$ cat src/rfc_pkg.sv
/*
  Shared constants and bus carriers for the clock status and century block.
  Assumes a single 200 MHz core clock and an AXI4-Lite master with 32-bit data.
*/
package rfc_pkg;

  // Clock and timing.
  localparam int unsigned CLK_HZ = 200_000_000;
  localparam int unsigned CLK_PERIOD_NS = 5;
  localparam int unsigned CAL_WAVE_HZ = 512;
  localparam int unsigned CAL_HALF_CYC = CLK_HZ / (2 * CAL_WAVE_HZ);
  localparam int unsigned OSC_UPD_DELAY_NS = 1000;
  localparam int unsigned OSC_UPD_CYC = (OSC_UPD_DELAY_NS + CLK_PERIOD_NS - 1) / CLK_PERIOD_NS;

  // Register indices; the byte address is four times the index.
  localparam int unsigned ADDR_W = 17;
  localparam logic [15:0] RTC_STATUS_FLAGS_IDX = 16'h7ff0;
  localparam logic [15:0] CENTURY_COUNT_IDX = 16'h7ff1;

  // Flag register bit positions.
  localparam int unsigned WATCHDOG_EXPIRED_FLAG_BIT = 7;
  localparam int unsigned ALARM_HIT_FLAG_BIT = 6;
  localparam int unsigned POWER_FAIL_FLAG_BIT = 5;
  localparam int unsigned OSCILLATOR_FAIL_FLAG_BIT = 4;
  localparam int unsigned CAL_OUT_BIT = 2;
  localparam int unsigned WRITE_HOLD_BIT = 1;
  localparam int unsigned READ_HOLD_BIT = 0;

  // Reset values.
  localparam logic [7:0] FLAGS_RST = 8'h00;
  localparam logic [7:0] CENTURY_RST = 8'h00;

  // AXI responses.
  localparam logic [1:0] RESP_OKAY = 2'h0;
  localparam logic [1:0] RESP_SLVERR = 2'h2;

  typedef enum logic [1:0] {
    RFC_SEL_NONE,
    RFC_SEL_FLAGS,
    RFC_SEL_CENT
  } rfc_sel_t;

  typedef struct packed {
    logic [ADDR_W-1:0] awaddr;
    logic awvalid;
    logic [31:0] wdata;
    logic [3:0] wstrb;
    logic wvalid;
    logic bready;
    logic [ADDR_W-1:0] araddr;
    logic arvalid;
    logic rready;
  } rfc_axi_req_t;

  typedef struct packed {
    logic awready;
    logic wready;
    logic [1:0] bresp;
    logic bvalid;
    logic arready;
    logic [31:0] rdata;
    logic [1:0] rresp;
    logic rvalid;
  } rfc_axi_rsp_t;

endpackage

$ cat src/rfc_flags_century.sv
/*
  Status flags, control bits and BCD century counter of the clock, behind an AXI4-Lite slave.
  Assumes the alarm comparator, watchdog, power monitor and backup monitor supply one-cycle
  or level events synchronous to core_clk_i, and that rst_i is the power-up reset.
*/
module rfc_flags_century
  import rfc_pkg::*;
#(
  parameter int unsigned CAL_HALF = CAL_HALF_CYC,
  parameter int unsigned OSC_DELAY = OSC_UPD_CYC
) (
  input wire logic core_clk_i,
  input wire logic rst_i,
  input wire rfc_axi_req_t axi_req_i,
  output rfc_axi_rsp_t axi_rsp_o,
  input wire logic alarm_match_i,
  input wire logic watchdog_zero_i,
  input wire logic power_below_threshold_i,
  input wire logic osc_backup_fail_i,
  input wire logic century_tick_i,
  input wire logic irq_i,
  output logic int_pin_o,
  output logic write_hold_o,
  output logic read_hold_o,
  output logic load_counters_o,
  output logic [7:0] century_o
);

  // The half-period and update timers are 24 bits wide, so larger counts cannot be served.
  if (CAL_HALF < 1 || CAL_HALF > 32'h00ff_ffff || OSC_DELAY < 1 || OSC_DELAY > 32'h00ff_ffff) begin : g_bad_timing
    $error("rfc_flags_century: timing parameter out of range");
  end

  function automatic rfc_sel_t reg_decode(input logic [ADDR_W-1:0] addr);
    if (addr[ADDR_W-1:2] == RTC_STATUS_FLAGS_IDX[ADDR_W-3:0]) begin
      return RFC_SEL_FLAGS;
    end else if (addr[ADDR_W-1:2] == CENTURY_COUNT_IDX[ADDR_W-3:0]) begin
      return RFC_SEL_CENT;
    end
    return RFC_SEL_NONE;
  endfunction

  function automatic logic [7:0] bcd_inc(input logic [7:0] v);
    if (v[3:0] != 4'h9) begin
      return {v[7:4], v[3:0] + 4'h1};
    end else if (v[7:4] != 4'h9) begin
      return {v[7:4] + 4'h1, 4'h0};
    end
    return 8'h00;
  endfunction

  ////////////////////////////////////////////////////////////////////////////
  // AXI4-Lite slave.

  logic have_aw, next_have_aw, have_w, next_have_w;
  logic [ADDR_W-1:0] waddr, next_waddr;
  logic [7:0] wbyte, next_wbyte;
  logic wbyte_en, next_wbyte_en;
  rfc_axi_rsp_t next_rsp;
  logic wr_go, rd_go;
  rfc_sel_t wr_sel, rd_sel;
  logic [7:0] flags_view, cent_view;

  assign wr_go = have_aw && have_w && !axi_rsp_o.bvalid;
  assign wr_sel = reg_decode(waddr);
  assign rd_go = axi_req_i.arvalid && axi_rsp_o.arready;
  assign rd_sel = reg_decode(axi_req_i.araddr);

  always_comb begin
    next_rsp = axi_rsp_o;
    next_have_aw = have_aw;
    next_have_w = have_w;
    next_waddr = waddr;
    next_wbyte = wbyte;
    next_wbyte_en = wbyte_en;
    if (axi_req_i.awvalid && axi_rsp_o.awready) begin
      next_have_aw = 1'b1;
      next_waddr = axi_req_i.awaddr;
      next_rsp.awready = 1'b0;
    end
    if (axi_req_i.wvalid && axi_rsp_o.wready) begin
      next_have_w = 1'b1;
      next_wbyte = axi_req_i.wdata[7:0];
      next_wbyte_en = axi_req_i.wstrb[0];
      next_rsp.wready = 1'b0;
    end
    if (wr_go) begin
      next_have_aw = 1'b0;
      next_have_w = 1'b0;
      next_rsp.bvalid = 1'b1;
      next_rsp.bresp = (wr_sel == RFC_SEL_NONE) ? RESP_SLVERR : RESP_OKAY;
    end
    if (axi_rsp_o.bvalid && axi_req_i.bready) begin
      next_rsp.bvalid = 1'b0;
      next_rsp.awready = 1'b1;
      next_rsp.wready = 1'b1;
    end
    if (rd_go) begin
      next_rsp.arready = 1'b0;
      next_rsp.rvalid = 1'b1;
      next_rsp.rresp = (rd_sel == RFC_SEL_NONE) ? RESP_SLVERR : RESP_OKAY;
      next_rsp.rdata = '0;
      if (rd_sel == RFC_SEL_FLAGS) begin
        next_rsp.rdata[7:0] = flags_view;
      end else if (rd_sel == RFC_SEL_CENT) begin
        next_rsp.rdata[7:0] = cent_view;
      end
    end
    if (axi_rsp_o.rvalid && axi_req_i.rready) begin
      next_rsp.rvalid = 1'b0;
      next_rsp.arready = 1'b1;
    end
  end

  always_ff @(posedge core_clk_i or posedge rst_i) begin
    if (rst_i) begin
      axi_rsp_o <= '{awready: 1'b1, wready: 1'b1, arready: 1'b1, default: '0};
      have_aw <= 1'b0;
      have_w <= 1'b0;
      waddr <= '0;
      wbyte <= 8'h00;
      wbyte_en <= 1'b0;
    end else begin
      axi_rsp_o <= next_rsp;
      have_aw <= next_have_aw;
      have_w <= next_have_w;
      waddr <= next_waddr;
      wbyte <= next_wbyte;
      wbyte_en <= next_wbyte_en;
    end
  end

  ////////////////////////////////////////////////////////////////////////////
  // Flags, control bits, century counter and calibration output.

  logic watchdog_expired_flag, next_wdf, af, next_af, pf, next_pf, oscillator_fail_flag, next_oscillator_fail_flag;
  logic cal, next_cal, next_whold, next_rhold;
  logic [7:0] next_flags_view, next_cent_view, cent_cnt, next_cent_cnt, cent_stage, next_cent_stage;
  logic [23:0] osc_cnt, next_osc_cnt, cal_cnt, next_cal_cnt;
  logic next_int, next_load;
  logic flags_wr, cent_wr, flags_rd;

  assign flags_wr = wr_go && wbyte_en && wr_sel == RFC_SEL_FLAGS;
  assign cent_wr = wr_go && wbyte_en && wr_sel == RFC_SEL_CENT;
  assign flags_rd = rd_go && rd_sel == RFC_SEL_FLAGS;

  always_comb begin
    // Reads clear only the watchdog, alarm and power bits the reader has actually seen; the osc flag clears on its timer; a new event wins.
    next_wdf = (watchdog_expired_flag && !(flags_rd && flags_view[WATCHDOG_EXPIRED_FLAG_BIT])) || watchdog_zero_i;
    next_af = (af && !(flags_rd && flags_view[ALARM_HIT_FLAG_BIT])) || alarm_match_i;
    next_pf = (pf && !(flags_rd && flags_view[POWER_FAIL_FLAG_BIT])) || power_below_threshold_i;
    next_oscillator_fail_flag = oscillator_fail_flag || osc_backup_fail_i;
    next_osc_cnt = osc_cnt;
    if (osc_cnt != 24'h0) begin
      next_osc_cnt = osc_cnt - 24'h1;
      if (osc_cnt == 24'h1) begin
        next_oscillator_fail_flag = osc_backup_fail_i;
      end
    end
    next_cal = cal;
    next_whold = write_hold_o;
    next_rhold = read_hold_o;
    next_load = 1'b0;
    if (flags_wr) begin
      next_cal = wbyte[CAL_OUT_BIT];
      next_whold = wbyte[WRITE_HOLD_BIT];
      next_rhold = wbyte[READ_HOLD_BIT];
      next_load = write_hold_o && !wbyte[WRITE_HOLD_BIT];
      if (!wbyte[OSCILLATOR_FAIL_FLAG_BIT]) begin
        next_osc_cnt = OSC_DELAY[23:0];
      end
    end
    // Outside write hold the staging byte follows the live count, so a later hold release reloads no stale write.
    next_cent_stage = cent_wr ? wbyte : (write_hold_o ? cent_stage : cent_cnt);
    next_cent_cnt = century_tick_i ? bcd_inc(cent_cnt) : cent_cnt;
    if (cent_wr && !write_hold_o) begin
      next_cent_cnt = wbyte;
    end else if (next_load) begin
      next_cent_cnt = cent_stage;
    end
    next_flags_view = flags_view;
    if (!write_hold_o) begin
      next_flags_view = {watchdog_expired_flag, af, pf, oscillator_fail_flag, 1'b0, cal, write_hold_o, read_hold_o};
    end
    next_flags_view[CAL_OUT_BIT] = next_cal;
    next_flags_view[WRITE_HOLD_BIT] = next_whold;
    next_flags_view[READ_HOLD_BIT] = next_rhold;
    next_cent_view = read_hold_o ? cent_view : cent_cnt;
    next_cal_cnt = 24'h0;
    next_int = irq_i;
    if (cal) begin
      next_int = int_pin_o;
      next_cal_cnt = cal_cnt + 24'h1;
      if (cal_cnt == CAL_HALF[23:0] - 24'h1) begin
        next_cal_cnt = 24'h0;
        next_int = !int_pin_o;
      end
    end
  end

  always_ff @(posedge core_clk_i or posedge rst_i) begin
    if (rst_i) begin
      watchdog_expired_flag <= 1'b0;
      af <= 1'b0;
      pf <= 1'b0;
      oscillator_fail_flag <= 1'b0;
      osc_cnt <= 24'h0;
      cal <= FLAGS_RST[CAL_OUT_BIT];
      write_hold_o <= FLAGS_RST[WRITE_HOLD_BIT];
      read_hold_o <= FLAGS_RST[READ_HOLD_BIT];
      load_counters_o <= 1'b0;
      flags_view <= FLAGS_RST;
      cent_view <= CENTURY_RST;
      cent_cnt <= CENTURY_RST;
      cent_stage <= CENTURY_RST;
      century_o <= CENTURY_RST;
      cal_cnt <= 24'h0;
      int_pin_o <= 1'b0;
    end else begin
      watchdog_expired_flag <= next_wdf;
      af <= next_af;
      pf <= next_pf;
      oscillator_fail_flag <= next_oscillator_fail_flag;
      osc_cnt <= next_osc_cnt;
      cal <= next_cal;
      write_hold_o <= next_whold;
      read_hold_o <= next_rhold;
      load_counters_o <= next_load;
      flags_view <= next_flags_view;
      cent_view <= next_cent_view;
      cent_cnt <= next_cent_cnt;
      cent_stage <= next_cent_stage;
      century_o <= next_cent_cnt;
      cal_cnt <= next_cal_cnt;
      int_pin_o <= next_int;
    end
  end
endmodule // rfc_flags_century

$ cat config.mk
export PLATFORM = sky130hd
export DESIGN_NAME = rfc_flags_century
export DESIGN_NICKNAME = d
export VERILOG_FILES = /design/src/rfc_pkg.sv /design/src/rfc_flags_century.sv
export SDC_FILE = /design/constraint.sdc
export NUM_CORES = 1
export LEC_CHECK = 0
export BUFFER_PORTS_ARGS = -buffer_cell sky130_fd_sc_hd__buf_2
export CAP_MARGIN = 25
export CORE_UTILIZATION = 40
export CTS_BUF_LIST = sky130_fd_sc_hd__clkbuf_16
export DETAILED_ROUTE_END_ITERATION = 7
export PLACE_DENSITY = 0.63
export SYNTH_ARGS = -nofsm -noshare
export SYNTH_HDL_FRONTEND = slang
export SYNTH_SLANG_ARGS = --single-unit
$ cat constraint.sdc
create_clock -name core_clk_i -period 7.7 [get_ports core_clk_i]
set_input_delay 1.54 -clock core_clk_i [delete_from_list [all_inputs] [get_ports core_clk_i]]
set_output_delay 1.54 -clock core_clk_i [all_outputs]
set_load 0.005 [all_outputs]
==> qor.yml, run 1 <==
cell_with_the_biggest_individual_delay_on_the_critical_path: "sky130_fd_sc_hd__dfrtp_1"
finalClockSkew_ns: 0.0107
numCtsBuffers: 17
slew_at_the_pin_closest_to_its_max_slew_limit_ns: 1.09
post-layout-total-power_mw: 2.33
end_kind: "primary output"
synth-seq-area-share_pct: 49.5
final_max_slew_viol_count: 0
globalRouteMet1Util_pct: 24.3
clkSlewWorstSetupHoldPaths_ns: 0.06
crit_chain: "buf_2"
fp-row-count: 45
most-common-layout-cells: "123 x sky130_fd_sc_hd__dfrtp_1, 78 x sky130_fd_sc_hd__buf_2, 66 x sky130_fd_sc_hd__nor2_1, 46 x sky130_fd_sc_hd__nand2_1, 37 x sky130_fd_sc_hd__mux2_2"
reg2reg_setup_slack_ns: 4.86
hold_class: "reg2reg"
slew-limit-headroom_pct: 26.4
cts_root_buffer: "sky130_fd_sc_hd__clkbuf_16"
tritoncts: "built"
floorplan.core_area_sq_mm: 0.0154
rsz0062_at_grt: "false"
start_point_of_the_critical_path: "flags_view[1]"
min-delay-start: "axi_rsp_o[4]"
r2r_end: "osc_cnt[6]"
postCtsSetupRepairBufs: 0
hpwl_microns: 9560
vias: 4836
route.antenna.remaining_nets: 0
die-area_sq_mm: 0.0165
worst_hold_path.num_cells: 2
outcome: "complete, no violations"
area_overhead_vs_synth_pct: 16.0
setup_tns_ns: 0
wire_length_of_the_first_global_routing_pass_microns: 22800
met3_use_gr_pct: 4.76
postSynth.asyncResetShare_pct: 100
netlist_instances: 624
hold-path-endpoint: "axi_rsp_o[4]"
layout_worst_path_cycle_share_pct: 37.6
detail_route.wl_per_cell_microns: 14.7
syn_avg_cell_area_sq_um: 10.2
dp_worst_setup_slack_ns: 4.54
synth_cell_type_count: 63
final_nets: 790
height_of_the_die_microns: 128
setup_viol: 0
path_class: "reg2out"
post_cts_resized: 0
r2r-start: "osc_cnt[0]"
gr-usage-met2_pct: 26.9
final-hold-violation-count: 0
ctsLongestPathBuffers: 2
yosys_register_bits: 126
worstPathRequired_ns: 6.16
grt_pass1_vias: 4648
antenna-diode-count: 0
cts_htree_levels: 4
biggest_fanout_along_the_worst_timing_path: 17
yosysWarnings: 0
postSynth.topFlopCell: "sky130_fd_sc_hd__dfrtp_1"
via_per_inst: 5.24
crit_path_start_kind: "register"
final_common_cell: "sky130_fd_sc_hd__dfrtp_1"
top_usage_layer: "met2"
num_io_pins: 136
cts.sinks: 126
drv.max_cap_violation_count: 0
critPathBufInv: 1
globalRouteTotalUtil_pct: 17.6
grt_overflow_total: 0
power_per_cell_area_mw_per_mm2: 315
count_of_flip_flops_with_a_built_in_enable_after_synthesis: 0
place_congestion: 0.797
post-route-drc-count: 0
die_x_microns: 128
timing.final.ws_setup_ns: 4.80
dpl.cell_count: 890
fin_crit_ns: 2.90
ir_worst_vdd_mv: 0.166
timing.reg2reg.worst_path_depth: 8
initial_core_util_pct: 41.5
largest_net_degree_at_the_start_of_global_routing: 70
clock_insertion_delay_worst_skew_ns: 0.41
grt_antenna_before_repair: 0
maxClockFrequency_mhz: 345
utilization_pct: 48.1
worstPathArrival_ns: 1.36
count_of_placed_standard_cells_in_the_final_layout_fillers_left_out: 923
routed_wl_microns: 13500
power.leakage_nw: 3.23
hold_buffers: 0
layout-drive-gt1-share_pct: 22.3
firstDrtPassIters: 6
buffer_ports.inserted: 78
crit_family: "flip-flops"
critical-path-max-stage-delay_ns: 0.72
detail_route.iter0.violations: 280
syn-cell-area_sq_mm: 0.00638
## layout make-up
cell class	count	area [sq um]
flip-flops and latches	126	3160
fillers	1439	7970
multi-input cells	450	2920
repair buffers	83	439
inverters	21	81.3
clock buffers	17	425
well taps	211	264
clock inverters	15	116
## registers in the layout (all words and copies together), names as in the netlist, 7 cells and up
signal	flops
cent_stage	8
cent_view	8
flags_view	7
cent_cnt	8
waddr	15
osc_cnt	24
axi_rsp_o	15
cal_cnt	24
wbyte	8
## per-stage QoR
step	hold slack, ns	cell area [sq um]
3_5_place_dp	0.467	6840
2_1_floorplan	0.445	6470
5_1_grt	0.496	7400
4_1_cts	0.479	7380
6_report	0.471	7400
3_3_place_gp	0.457	6820
## cell usage after synthesis, types with 9 or more instances
master,instances,share of area (%)
sky130_fd_sc_hd__a21oi_1,26,2.0
sky130_fd_sc_hd__and3_1,11,1.1
sky130_fd_sc_hd__buf_4,27,3.2
sky130_fd_sc_hd__clkbuf_1,17,1.0
sky130_fd_sc_hd__dfrtp_1,123,48
sky130_fd_sc_hd__inv_1,21,1.2
sky130_fd_sc_hd__mux2_2,37,6.5
sky130_fd_sc_hd__mux2i_1,19,3.0
sky130_fd_sc_hd__nand2_1,46,2.7
sky130_fd_sc_hd__nand3_1,26,2.0
sky130_fd_sc_hd__nand4_1,21,2.1
sky130_fd_sc_hd__nor2_1,66,3.9
sky130_fd_sc_hd__nor3_1,13,1.0
sky130_fd_sc_hd__nor4_1,12,1.2
sky130_fd_sc_hd__o21ai_0,18,1.4
sky130_fd_sc_hd__or3_1,9,0.88
sky130_fd_sc_hd__or4_1,9,1.1
sky130_fd_sc_hd__xnor2_1,13,1.8
sky130_fd_sc_hd__xor2_1,13,1.8
## worst max-delay path by stage
stage                         endpoint  slack, ns  depth (start not counted)
after floorplan                     af       2.81                          1
after global placement       waddr[13]       4.60                          3
after detailed placement     waddr[14]       4.54                          3
after CTS                 write_hold_o       4.39                          1
after global routing        osc_cnt[6]       4.68                          8
final                     write_hold_o       4.80                          1
## logic make-up (layout without fill, tap and decap cells)
| logic type | count (synthesis) | after routing | synth area share, % |
|---|---|---|---|
| DFF | 126 | 126 | 49.5 |
| other | 1 | 26 | 0.0588 |
| xor gates and xnor gates | 26 | 26 | 3.57 |
| and+or+nand+nor | 247 | 247 | 21.1 |
| adders and majority gates | 8 | 8 | 1.57 |
| buffers and inverters | 73 | 136 | 6.26 |
| AOI/OAI and AO/OA | 87 | 87 | 8.46 |
| muxes | 56 | 56 | 9.52 |
## where the power goes
part	internal, mW	switching (mW)	leakage [nW]
Clock	0.463	0.275	0.279
Sequential	0.855	0.211	1.54
Combinational	0.266	0.264	1.41
Total	1.58	0.749	3.23
## metal layers
layer / share of wire [%] / up-vias / routed length (microns)
li1: - / 2328 / -
met1: 48 / 2343 / 6530
met2: 45 / 154 / 6040
met3: 6.2 / 11 / 833
met4: 0.92 / 0 / 125
met5: 0 / - / 0
(Power assumes the default switching activity.)
==> run 2: changes to the inputs <==
==> constraint.sdc (replaced) <==
create_clock -name core_clk_i -period 2.88 [get_ports core_clk_i]
set_input_delay 0.576 -clock core_clk_i [delete_from_list [all_inputs] [get_ports core_clk_i]]
set_output_delay 0.576 -clock core_clk_i [all_outputs]
set_load 0.005 [all_outputs]
==> run 2 against run 1 <==
- worst setup slack worse by 4.4 ns
- first-iteration DRC count is 18% higher
- largest cell class unchanged
- sequential cell count unchanged
- highest routed layer unchanged
- final cell count increased by 0.87%
==> qor.yml, run 2 (synthesized netlist as in run 1, its figures left out) <==
outcome: "complete, no violations"
worstPathArrival_ns: 2.81  # +1.45 ns
worstPathRequired_ns: 3.22  # -2.94 ns
power_per_cell_area_mw_per_mm2: 861  # +170%
final_common_cell: "sky130_fd_sc_hd__dfrtp_1"
end_kind: "register"
area_overhead_vs_synth_pct: 17.8
numCtsBuffers: 17  # unchanged
vias: 4901  # +1.3%
die_x_microns: 128  # unchanged
post_cts_resized: 0  # unchanged
slew_at_the_pin_closest_to_its_max_slew_limit_ns: 0.685  # -0.408 ns
final_max_slew_viol_count: 0  # unchanged
clkSlewWorstSetupHoldPaths_ns: 0.05  # about the same
layout.filler_cells: 1412  # -1.9%
dp_worst_setup_slack_ns: 0.406  # -4.14 ns
largest_net_degree_at_the_start_of_global_routing: 55  # -21%
hpwl_microns: 9620  # +0.59%
via_per_inst: 5.26  # +0.47%
rsz0062_at_grt: "false"
route.antenna.remaining_nets: 0  # unchanged
post-layout-total-power_mw: 6.47  # +180%
setup_tns_ns: 0  # unchanged
timing.reg2reg.worst_path_depth: 8  # unchanged
power.leakage_nw: 3.27  # +1.4%
ir_worst_vdd_mv: 0.553  # +230%
setup_viol: 0  # unchanged
globalRouteTotalUtil_pct: 18.3  # +0.61 points
place_congestion: 0.783  # -1.8%
fp-row-count: 45  # unchanged
hold_class: "in2async"
timing.final.ws_setup_ns: 0.406  # -4.40 ns
clock_insertion_delay_worst_skew_ns: 0.42  # about the same
ctsLongestPathBuffers: 2  # unchanged
num_io_pins: 136  # unchanged
hold_buffers: 0  # unchanged
detail_route.iter0.violations: 330  # +18%
post-route-cell-area_sq_mm: 0.00751  # +1.5%
place_area_sq_mm: 0.00691  # +0.95%
layout_worst_path_cycle_share_pct: 85.9
crit_path_start_kind: "register"
tritoncts: "built"
grt_antenna_before_repair: 0  # unchanged
post-route-drc-count: 0  # unchanged
finalClockSkew_ns: 0.0124  # +0.00167 ns
height_of_the_die_microns: 128  # unchanged
cts_root_buffer: "sky130_fd_sc_hd__clkbuf_16"
cts.sinks: 126  # unchanged
fin_crit_ns: 2.47
cts_htree_levels: 4  # unchanged
final_nets: 798  # +1.0%
antenna-diode-count: 0  # unchanged
path_class: "reg2reg"
die-area_sq_mm: 0.0165  # unchanged
routed_wl_microns: 13900  # +2.4%
floorplan.core_area_sq_mm: 0.0154  # unchanged
slew-limit-headroom_pct: 54.3  # +28 points
grt_pass1_vias: 4734  # +1.9%
final-hold-violation-count: 0  # unchanged
maxClockFrequency_mhz: 404
utilization_pct: 48.9  # +0.73 points
firstDrtPassIters: 5  # -1
drv.max_cap_violation_count: 0  # unchanged
wire_length_of_the_first_global_routing_pass_microns: 23500  # +3.2%
most-common-layout-cells: "123 x sky130_fd_sc_hd__dfrtp_1, 78 x sky130_fd_sc_hd__buf_2, 66 x sky130_fd_sc_hd__nor2_1, 46 x sky130_fd_sc_hd__nand2_1, 37 x sky130_fd_sc_hd__mux2_2"
initial_core_util_pct: 41.5  # unchanged
layout-drive-gt1-share_pct: 23.8  # +1.4 points
largest_registers_ranked_by_flip_flop_count: "cal_cnt (24), osc_cnt (24)"
grt_overflow_total: 0  # unchanged
biggest_fanout_along_the_worst_timing_path: 15  # -2
buffer_ports.inserted: 78  # unchanged
postCtsSetupRepairBufs: 0  # unchanged
detail_route.wl_per_cell_microns: 14.9  # +1.5%
-- run 2: cell count changes in the layout (fill, tap and decap cells not counted) --
cell | before | now
sky130_fd_sc_hd__buf_4 | 3 | 13
sky130_fd_sc_hd__clkinvlp_4 | 1 | 5
sky130_fd_sc_hd__bufinv_16 | 2 | 4
sky130_fd_sc_hd__clkinv_1 | 5 | 3
sky130_fd_sc_hd__inv_1 | 24 | 22
sky130_fd_sc_hd__buf_6 | 1 | 0
sky130_fd_sc_hd__buf_8 | 1 | 0
sky130_fd_sc_hd__clkinv_2 | 3 | 2
sky130_fd_sc_hd__inv_4 | 1 | 0
-- run 2: final cells by class --
type / instances / area (sq um) / area share (%)
sequential: 126 / 3160 / 42.0
multi-input combinational: 450 / 2920 / 38.8
timing repair buffer: 91 / 488 / 6.50
clock buffer: 17 / 425 / 5.66
tap: 211 / 264 / 3.51
clock inverter: 15 / 179 / 2.38
inverter: 21 / 82.6 / 1.10
-- run 2: power by group --
part / internal (mW) / switching, mW
Clock: 1.43 / 0.759
Combinational: 0.724 / 0.734
Sequential: 2.28 / 0.541
Total: 4.43 / 2.03
-- run 2: final timing paths --
check	start	endpoint	slack, ns
setup / recovery	osc_cnt[0]	osc_cnt[14]	0.41
hold / removal	rst_i	cal_cnt[16]	0.14
setup reg to reg	osc_cnt[0]	osc_cnt[14]	0.41
hold reg to reg	axi_rsp_o[10]	axi_rsp_o[10]	0.47
max in group asynchronous	rst_i	flags_view[6]	1.75
min in group core_clk_i	axi_req_i[20]	axi_rsp_o[39]	0.33
-- run 2: layer usage --
metal,wire [microns],GRT usage [%],vias to the layer above,part of all wire [%]
li1,-,-,2365,-
met1,6460,25.6,2355,47
met2,6320,27.0,164,46
met3,867,4.51,17,6.3
met4,203,7.27,0,1.5
met5,0,0,-,0
-- run 2: through the flow --
step	instances	hold slack [ns]
floorplan	649	0.445
global placement	899	0.458
detailed placement	899	0.467
CTS	931	0.143
global route	931	0.162
finish	931	0.138
-- run 2: worst max-delay path, stage by stage, from the launching register on --
cell	delay, ns
sky130_fd_sc_hd__dfrtp_1	0.41
sky130_fd_sc_hd__inv_1	0.12
sky130_fd_sc_hd__ha_1	0.17
sky130_fd_sc_hd__or4b_4	0.47
sky130_fd_sc_hd__nand3b_1	0.23
sky130_fd_sc_hd__nor4_4	0.45
sky130_fd_sc_hd__buf_4	0.29
sky130_fd_sc_hd__o31ai_1	0.09
sky130_fd_sc_hd__a21oi_1	0.16
